`src/hdl/spdq_map.svh`:
```
// offsets, field positions, reset values and timing counts of the set-point and dq reference registers
`ifndef SPDQ_MAP_SVH
`define SPDQ_MAP_SVH

// ----------------------------------------------------------------
// mode-register addresses
// ----------------------------------------------------------------
`define SPDQ_ADDR_SPC 6'h0D
`define SPDQ_ADDR_DQR 6'h0E

// ----------------------------------------------------------------
// set_point_control field positions
// ----------------------------------------------------------------
`define SPDQ_SPC_TRAIN 0
`define SPDQ_SPC_PREAMBLE 1
`define SPDQ_SPC_MONOUT 2
`define SPDQ_SPC_HICUR 3
`define SPDQ_SPC_RATEOPT 4
`define SPDQ_SPC_MASKOFF 5
`define SPDQ_SPC_WSP 6
`define SPDQ_SPC_OSP 7
`define SPDQ_SPC_RST 8'h00

// ----------------------------------------------------------------
// dq_reference_level fields and reset values
// ----------------------------------------------------------------
`define SPDQ_DQR_RANGE 6
`define SPDQ_DQR_CODE_MAX 6'h32
`define SPDQ_DQR_CODE_RST 6'h0D
`define SPDQ_DQR_RANGE_RST 1'h1

// ----------------------------------------------------------------
// refresh-rate status codes
// ----------------------------------------------------------------
`define SPDQ_RRS_C1 3'h1
`define SPDQ_RRS_C2 3'h2
`define SPDQ_RRS_C3 3'h3

// ----------------------------------------------------------------
// timing: mode-register read answer follows the command by one cycle
// ----------------------------------------------------------------
`define SPDQ_RD_LAT 1

`endif

```
`src/hdl/spdq_pkg.sv`:
```
// types shared by both ends of the set-point and dq reference link
package spdq_pkg;

  // one set-point copy of the dq reference register
  typedef struct packed {
    logic range;
    logic [5:0] code;
  } spdq_vref_t;

  // controller sequencing states, one-hot
  typedef enum logic [3:0] {
    SPDQ_IDLE  = 4'h1,
    SPDQ_CKEUP = 4'h2,
    SPDQ_SENT  = 4'h4,
    SPDQ_WAIT  = 4'h8
  } spdq_state_t;

endpackage : spdq_pkg

```
`src/hdl/spdq_if.sv`:
```
// command/address and data link between the controller and the device
`timescale 1ns/100ps
interface spdq_if (
  input wire logic MCLK
);
  logic cke;
  logic cmd_valid;
  logic cmd_write;
  logic [5:0] cmd_addr;
  logic [7:0] cmd_op;
  logic [5:0] ca;
  logic rd_valid;
  logic [7:0] dq;
  logic dq_oe;

  modport dev (
    input cke, cmd_valid, cmd_write, cmd_addr, cmd_op, ca,
    output rd_valid, dq, dq_oe
  );
  modport ctl (
    output cke, cmd_valid, cmd_write, cmd_addr, cmd_op, ca,
    input rd_valid, dq, dq_oe
  );
endinterface : spdq_if

```
`src/hdl/spdq_dev.sv`:
```
// device end: set_point_control and set-point-banked dq_reference_level registers
`timescale 1ns/100ps
`include "spdq_map.svh"
module spdq_dev #(
  parameter int CA_W = 6
) (
  spdq_if.dev LNK,
  input wire logic MCLK,
  input wire logic RST_N,
  input wire logic DEV_FEATURE_RATEOPT,
  input wire logic [2:0] REFRESH_RAW,
  input wire spdq_pkg::spdq_vref_t CA_VREF_ACTIVE,
  output logic CMD_TRAIN_MODE,
  output logic RPRE_TRAIN,
  output logic VREF_HIGH_CURRENT,
  output logic DATA_MASK_OFF,
  output logic WR_SET_POINT,
  output logic OP_SET_POINT,
  output spdq_pkg::spdq_vref_t DQ_VREF_ACTIVE,
  output logic [2:0] REFRESH_STATUS,
  output logic VREF_MON_EN,
  output spdq_pkg::spdq_vref_t VREF_MON_DQ0,
  output spdq_pkg::spdq_vref_t VREF_MON_DQ1
);
  import spdq_pkg::*;

  // ----------------------------------------------------------------
  // elaboration checks
  // ----------------------------------------------------------------
  // the echo takes its bits from the 6-bit ca lines, so wider is impossible
  if (CA_W < 1 || CA_W > 6) begin : g_bad_ca
    $error("CA_W must fit the 6-bit ca bus");
  end

  // ----------------------------------------------------------------
  // state
  // ----------------------------------------------------------------
  logic [7:0] spc_q;
  spdq_vref_t vref_q [2];
  logic train_hold;
  logic cmd_go;
  logic wr_spc;
  logic wr_dqr;
  logic rd_go;
  logic code_ok;
  logic [7:0] rd_data;
  logic rd_valid_q;
  logic [7:0] dq_q;
  logic dq_oe_q;
  spdq_vref_t active_q;
  logic [2:0] rrs_q;
  logic mon_q;
  spdq_vref_t mon0_q;
  spdq_vref_t mon1_q;

  // ----------------------------------------------------------------
  // command decode
  // ----------------------------------------------------------------
  // training with CKE low turns the command bus into a sampling bus
  assign train_hold = spc_q[`SPDQ_SPC_TRAIN] && !LNK.cke;
  assign cmd_go = LNK.cmd_valid && !train_hold;
  // address decoding of the two mapped registers
  always_comb begin
    wr_spc = 1'b0;
    wr_dqr = 1'b0;
    if (cmd_go && LNK.cmd_write && LNK.cmd_addr == `SPDQ_ADDR_SPC) begin
      wr_spc = 1'b1;
    end else if (cmd_go && LNK.cmd_write && LNK.cmd_addr == `SPDQ_ADDR_DQR) begin
      wr_dqr = 1'b1;
    end
  end
  assign rd_go = cmd_go && !LNK.cmd_write;
  // reserved codes are refused whole so a stray code never lands in a copy
  assign code_ok = LNK.cmd_op[5:0] <= `SPDQ_DQR_CODE_MAX;

  // ----------------------------------------------------------------
  // set_point_control register
  // ----------------------------------------------------------------
  // one write updates every control bit at once
  always_ff @(posedge MCLK) begin
    if (!RST_N) begin
      spc_q <= `SPDQ_SPC_RST;
    end else if (wr_spc) begin
      spc_q <= LNK.cmd_op;
    end
  end

  // ----------------------------------------------------------------
  // dq_reference_level, one copy per set point
  // ----------------------------------------------------------------
  // only the copy chosen by the write selector changes; the operating copy
  // is undisturbed when the other one is rewritten
  always_ff @(posedge MCLK) begin
    if (!RST_N) begin
      vref_q[0] <= '{range: `SPDQ_DQR_RANGE_RST, code: `SPDQ_DQR_CODE_RST};
      vref_q[1] <= '{range: `SPDQ_DQR_RANGE_RST, code: `SPDQ_DQR_CODE_RST};
    end else if (wr_dqr && code_ok) begin
      // range and code always travel together; bit7 is dropped
      vref_q[spc_q[`SPDQ_SPC_WSP]] <= '{range: LNK.cmd_op[`SPDQ_DQR_RANGE], code: LNK.cmd_op[5:0]};
    end
  end

  // ----------------------------------------------------------------
  // read data selection
  // ----------------------------------------------------------------
  // the control register is write-only and every other address reads zero
  always_comb begin
    rd_data = 8'h00;
    if (LNK.cmd_addr == `SPDQ_ADDR_DQR) begin
      rd_data = {1'b0, vref_q[spc_q[`SPDQ_SPC_WSP]]};
    end
  end

  // ----------------------------------------------------------------
  // dq bus driver
  // ----------------------------------------------------------------
  // training echo has priority: commands are ignored meanwhile
  always_ff @(posedge MCLK) begin
    if (!RST_N) begin
      rd_valid_q <= 1'b0;
      dq_q <= 8'h00;
      dq_oe_q <= 1'b0;
    end else if (train_hold) begin
      rd_valid_q <= 1'b0;
      dq_q <= {{(8 - CA_W){1'b0}}, LNK.ca[CA_W-1:0]};
      dq_oe_q <= 1'b1;
    end else if (rd_go) begin
      rd_valid_q <= 1'b1;
      dq_q <= rd_data;
      dq_oe_q <= 1'b1;
    end else begin
      rd_valid_q <= 1'b0;
      dq_q <= 8'h00;
      dq_oe_q <= 1'b0;
    end
  end
  assign LNK.rd_valid = rd_valid_q;
  assign LNK.dq = dq_q;
  assign LNK.dq_oe = dq_oe_q;

  // ----------------------------------------------------------------
  // operating copy
  // ----------------------------------------------------------------
  // registered so the output comes from a flop; follows a change one cycle late
  always_ff @(posedge MCLK) begin
    if (!RST_N) begin
      active_q <= '{range: `SPDQ_DQR_RANGE_RST, code: `SPDQ_DQR_CODE_RST};
    end else begin
      active_q <= vref_q[spc_q[`SPDQ_SPC_OSP]];
    end
  end

  // ----------------------------------------------------------------
  // refresh-rate status filter
  // ----------------------------------------------------------------
  // with the device feature present and the option off, the two fine codes fold into the next code
  always_ff @(posedge MCLK) begin
    if (!RST_N) begin
      rrs_q <= 3'h0;
    end else if (DEV_FEATURE_RATEOPT && !spc_q[`SPDQ_SPC_RATEOPT] &&
                 (REFRESH_RAW == `SPDQ_RRS_C1 || REFRESH_RAW == `SPDQ_RRS_C2)) begin
      rrs_q <= `SPDQ_RRS_C3;
    end else begin
      rrs_q <= REFRESH_RAW;
    end
  end

  // ----------------------------------------------------------------
  // reference monitor output
  // ----------------------------------------------------------------
  // only the active set point is ever shown; idle monitors read zero
  always_ff @(posedge MCLK) begin
    if (!RST_N) begin
      mon_q <= 1'b0;
      mon0_q <= '0;
      mon1_q <= '0;
    end else begin
      mon_q <= spc_q[`SPDQ_SPC_MONOUT];
      mon0_q <= spc_q[`SPDQ_SPC_MONOUT] ? CA_VREF_ACTIVE : '0;
      mon1_q <= spc_q[`SPDQ_SPC_MONOUT] ? vref_q[spc_q[`SPDQ_SPC_OSP]] : '0;
    end
  end

  // ----------------------------------------------------------------
  // mode outputs straight from the control register, then the registered reference, status and monitor outputs
  // ----------------------------------------------------------------
  assign CMD_TRAIN_MODE = spc_q[`SPDQ_SPC_TRAIN];
  assign RPRE_TRAIN = spc_q[`SPDQ_SPC_PREAMBLE];
  assign VREF_HIGH_CURRENT = spc_q[`SPDQ_SPC_HICUR];
  assign DATA_MASK_OFF = spc_q[`SPDQ_SPC_MASKOFF];
  assign WR_SET_POINT = spc_q[`SPDQ_SPC_WSP];
  assign OP_SET_POINT = spc_q[`SPDQ_SPC_OSP];
  assign DQ_VREF_ACTIVE = active_q;
  assign REFRESH_STATUS = rrs_q;
  assign VREF_MON_EN = mon_q;
  assign VREF_MON_DQ0 = mon0_q;
  assign VREF_MON_DQ1 = mon1_q;

endmodule : spdq_dev

```
`src/flat_wrapper.sv`:
```
// flat-port wrapper written by rule: the top's interface ports become plain ports
module spdq_dev_flat import spdq_pkg::*;
#(
  parameter int CA_W = 6
)
  (MCLK, RST_N, DEV_FEATURE_RATEOPT, REFRESH_RAW, CA_VREF_ACTIVE, CMD_TRAIN_MODE, RPRE_TRAIN, VREF_HIGH_CURRENT, DATA_MASK_OFF, WR_SET_POINT, OP_SET_POINT, DQ_VREF_ACTIVE, REFRESH_STATUS, VREF_MON_EN, VREF_MON_DQ0, VREF_MON_DQ1, LNK_cke, LNK_cmd_valid, LNK_cmd_write, LNK_cmd_addr, LNK_cmd_op, LNK_ca, LNK_rd_valid, LNK_dq, LNK_dq_oe);
  spdq_if LNK_i (.MCLK(MCLK));
  input wire logic MCLK;
  input wire logic RST_N;
  input wire logic DEV_FEATURE_RATEOPT;
  input wire logic [2:0] REFRESH_RAW;
  input wire spdq_pkg::spdq_vref_t CA_VREF_ACTIVE;
  output logic CMD_TRAIN_MODE;
  output logic RPRE_TRAIN;
  output logic VREF_HIGH_CURRENT;
  output logic DATA_MASK_OFF;
  output logic WR_SET_POINT;
  output logic OP_SET_POINT;
  output spdq_pkg::spdq_vref_t DQ_VREF_ACTIVE;
  output logic [2:0] REFRESH_STATUS;
  output logic VREF_MON_EN;
  output spdq_pkg::spdq_vref_t VREF_MON_DQ0;
  output spdq_pkg::spdq_vref_t VREF_MON_DQ1;
  input wire logic [$bits(LNK_i.cke)-1:0] LNK_cke;
  input wire logic [$bits(LNK_i.cmd_valid)-1:0] LNK_cmd_valid;
  input wire logic [$bits(LNK_i.cmd_write)-1:0] LNK_cmd_write;
  input wire logic [$bits(LNK_i.cmd_addr)-1:0] LNK_cmd_addr;
  input wire logic [$bits(LNK_i.cmd_op)-1:0] LNK_cmd_op;
  input wire logic [$bits(LNK_i.ca)-1:0] LNK_ca;
  output wire logic [$bits(LNK_i.rd_valid)-1:0] LNK_rd_valid;
  output wire logic [$bits(LNK_i.dq)-1:0] LNK_dq;
  output wire logic [$bits(LNK_i.dq_oe)-1:0] LNK_dq_oe;
  assign LNK_i.cke = LNK_cke;
  assign LNK_i.cmd_valid = LNK_cmd_valid;
  assign LNK_i.cmd_write = LNK_cmd_write;
  assign LNK_i.cmd_addr = LNK_cmd_addr;
  assign LNK_i.cmd_op = LNK_cmd_op;
  assign LNK_i.ca = LNK_ca;
  assign LNK_rd_valid = LNK_i.rd_valid;
  assign LNK_dq = LNK_i.dq;
  assign LNK_dq_oe = LNK_i.dq_oe;
  spdq_dev #(.CA_W(CA_W)) u_core (.LNK(LNK_i), .MCLK(MCLK), .RST_N(RST_N), .DEV_FEATURE_RATEOPT(DEV_FEATURE_RATEOPT), .REFRESH_RAW(REFRESH_RAW), .CA_VREF_ACTIVE(CA_VREF_ACTIVE), .CMD_TRAIN_MODE(CMD_TRAIN_MODE), .RPRE_TRAIN(RPRE_TRAIN), .VREF_HIGH_CURRENT(VREF_HIGH_CURRENT), .DATA_MASK_OFF(DATA_MASK_OFF), .WR_SET_POINT(WR_SET_POINT), .OP_SET_POINT(OP_SET_POINT), .DQ_VREF_ACTIVE(DQ_VREF_ACTIVE), .REFRESH_STATUS(REFRESH_STATUS), .VREF_MON_EN(VREF_MON_EN), .VREF_MON_DQ0(VREF_MON_DQ0), .VREF_MON_DQ1(VREF_MON_DQ1));
endmodule
```
`config.mk`:
```
export PLATFORM = sky130hd
export DESIGN_NAME = spdq_dev_flat
export DESIGN_NICKNAME = d
export VERILOG_FILES = /design/src/hdl/spdq_pkg.sv /design/src/hdl/spdq_if.sv /design/src/hdl/spdq_dev.sv /design/src/flat_wrapper.sv
export VERILOG_INCLUDE_DIRS = /design/src /design/src/hdl
export SDC_FILE = /design/constraint.sdc
export NUM_CORES = 1
export LEC_CHECK = 0
export BUFFER_PORTS_ARGS = -buffer_cell sky130_fd_sc_hd__buf_2
export CAP_MARGIN = 20
export CORE_ASPECT_RATIO = 0.7
export CORE_UTILIZATION = 30
export DETAILED_ROUTE_END_ITERATION = 16
export GPL_TIMING_DRIVEN = 0
export PLACE_DENSITY = 0.57
export SYNTH_ARGS = -nofsm -noshare
export SYNTH_HDL_FRONTEND = slang
export SYNTH_SLANG_ARGS = --single-unit
```
`constraint.sdc`:
```
create_clock -name MCLK -period 2.5 [get_ports MCLK]
set_clock_uncertainty 0.15 [all_clocks]
set_input_delay 0.125 -clock MCLK [delete_from_list [all_inputs] [get_ports MCLK]]
set_output_delay 0.125 -clock MCLK [all_outputs]
set_load 0.005 [all_outputs]
```
==> flow_summary.ini <==
[logic_synthesis]
synth_fp_nets = 226
synth.most_common_cell = dfxtp_1
synth_cell_types = 30
syn_inst = 190
synth_edf_count = 14
syn_area_sq_mm = 0.002118
ys_warn_count = 0
post_synth.cell_area_avg_sq_um = 11.15
synthTopCellsByArea = dfxtp_1, edfxtp_1, mux2i_1, nand2_1, or4_1
synthTopCellsByCount = dfxtp_1, nand2_1, mux2i_1
synth_top_area_share_pct = 41.58
synth_largest_area_cell = dfxtp_1
synth-seq-area-share_pct = 61.43
async_flop_share_pct = 0
synth_top_flop_cell = dfxtp_1
ys_ff_latch = 58

[layout]
area_growth_pct = 45.48
n_fill_cell = 701
antenna_cells = 0
instances_no_fill = 403
utilization_pct = 45.40
fin_nets = 340
drive_gt1_share_pct = 31.72
multiInputGateArea_sq_um = 733.2
register_area_sq_mm = 0.001301

[place]
gp_congestion = 0.8118
dp_hpwl_mm = 3.553
dp_cells = 358
port_buffers = 74
dp_slack_ps = 6.801

[timing]
totalNegativeSetupSlack_ps = 0
rsz0062_at_grt = false
worstMarginPinSlew_ps = 583.3
slew_viol_final = 0
finalHoldViolCount = 0
slew_headroom_pct = 61.11
setup_viol = 0
setup_ws_ps = 313.4
holdWs_ps = 48.39
min_period_ps = 2187
max_freq_mhz = 457.3
fin_crit_sh_pct = 87.46

[worst_setup_path]
cp-start-kind = primary input
critPathKind = in -> reg
critPathMaxFanout = 10
worstPathArrival_ps = 2080
required_ps = 2390
end_kind = flip-flop

[clock_tree]
cts.sinks = 58
insertion_delay_ps = 340
cts_buffer_depth = 2
cts.repair.resized = 0
cts_htree_levels = 3
clkSlewWorstSetupHoldPaths_ps = 60
root_buffer = clkbuf_8
cts_buffers = 9
cts_tree = yes

[worst_hold_path]
hold_class = in -> reg

[run]
maxCapViolCount = 0

[global_route]
grt_pass1_wl_mm = 8.073
antenna_found_initial = 0
grt_pass1_vias = 1637
track_usage_pct = 15.51
grt_max_degree = 11
grt-ovfl-total = 0

[power_and_ir_drop]
ir_drop_mv = 0.2525
internal_power_uw = 1533
netSwitchingPower_uw = 426.9
swShare_pct = 21.78
power.leakage_uw = 0.001324
power_frac_comb_pct = 6.8
p_clk_share_pct = 43.0
pwr-share-seq_pct = 50.2
p_per_area_mw_per_mm2 = 635.9

[floorplanning]
fp.dieW_um = 102.4
die_h_um = 72.31
start_util_pct = 31.21
die_area_sq_mm = 0.007407
ios = 77
rows = 25
coreArea_sq_mm = 0.006788

[run_status]
status = finished, final reports clean

[detailed_routing]
vias = 1742
dr.first_iter.drc_count = 57
routed_wirelength_mm = 5.225
dr.pass1.iters = 4
wl_per_cell_um = 12.97
viasPerCell = 4.323
ant_nets = 0
route.detailed.drc = 0
-- worst paths after layout --
kind                            slack (ps)  cells after the start                   to             from
worst max-delay path                   310                      7  u_core.vref_q[1][3]          LNK_cke
worst max register to register         320                      4  u_core.vref_q[1][3]  u_core.spc_q[6]
worst min register to register         300                      2      u_core.spc_q[5]  u_core.spc_q[5]
worst min-delay path                    50                      3  u_core.vref_q[0][1]    LNK_cmd_op[1]
-- power groups by stage --
stage,clock network (uW),registers (uW),logic (uW)
detailed placement,0,1000,98.1
finish,843,983,134
global route,908,984,147
global placement,0,1000,96.4
floorplan,0,1010,40.9
CTS,870,983,132
-- placed cells by master, fill, tap and decap left out --
master	instances
o2111ai_2	1
nor4b_1	1
nand4_1	1
and4_2	1
or2b_2	1
bufinv_16	1
dlygate4sd3_1	27
and4bb_2	1
and3_1	7
mux2i_1	24
edfxtp_1	14
clkinv_2	3
o31ai_1	2
clkbuf_8	10
nor3b_1	1
buf_6	1
dfxtp_1	44
buf_2	77
clkinv_4	1
or4_1	8
clkbuf_1	9
nand2_1	28
nor2_1	10
conb_1	1
buf_1	2
and2_1	5
and3b_1	2
buf_4	1
nand3b_1	1
nor4_1	6
inv_1	6
o21ai_0	6
a211oi_1	1
nor2b_1	2
a21oi_1	3
-- sequential cells by signal, indices dropped and copies added (netlist names), 3 cells and up, named ones only --
register	count
u_core.VREF_MON_DQ0	7
u_core.VREF_MON_DQ1	7
u_core.vref_q	14
u_core.DQ_VREF_ACTIVE	7
u_core.spc_q	8
u_core.REFRESH_STATUS	3
u_core.LNK.dq	7
-- per-stage QoR --
stage | power [uW] | cell area [sq um]
floorplan | 1046 | 2118
detailed placement | 1102 | 2606
finish | 1960 | 3082
global route | 2040 | 3082
CTS | 1984 | 3072
global placement | 1100 | 2606
-- metal layers --
layer  part of all wire (%)  routed length (um)  vias up  GRT usage (%)
li1                       -                   -      890              -
met1                     51                2659      780          20.46
met2                     42                2181       64          22.00
met3                    6.5                 342        8          7.900
met4                   0.78                  41        0          4.762
met5                      0                   0        -              0
-- final cells by class --
type	instances	share of cell area [%]
clock buffers	11	4.588
repair buffers	103	21.11
plain buffers	13	1.989
inverters	6	0.7308
well taps	94	3.816
clock inverters	5	1.746
multi-input cells	113	23.79
flip-flops and latches	58	42.22
-- logic make-up (layout without fill, tap and decap cells) --
family	after synthesis	in the layout	synth area share (%)
simple gates	75	75	19.20
buf+inv	19	138	3.957
mux	24	24	11.34
other cells	1	1	0.1770
flops	58	58	61.43
compound gates	13	13	3.898
-- worst max-delay path, cell delays in order --
cell	delay [ps]
dlygate4sd3_1	530
buf_2	110
or2b_2	140
o2111ai_2	210
buf_6	200
o31ai_1	470
buf_2	280
-- timing repair --
action,CTS,global route
endpoints found under the hold margin,37,0
hold buffers,27,0
setup buffers,0,0
(Power assumes the default switching activity.)
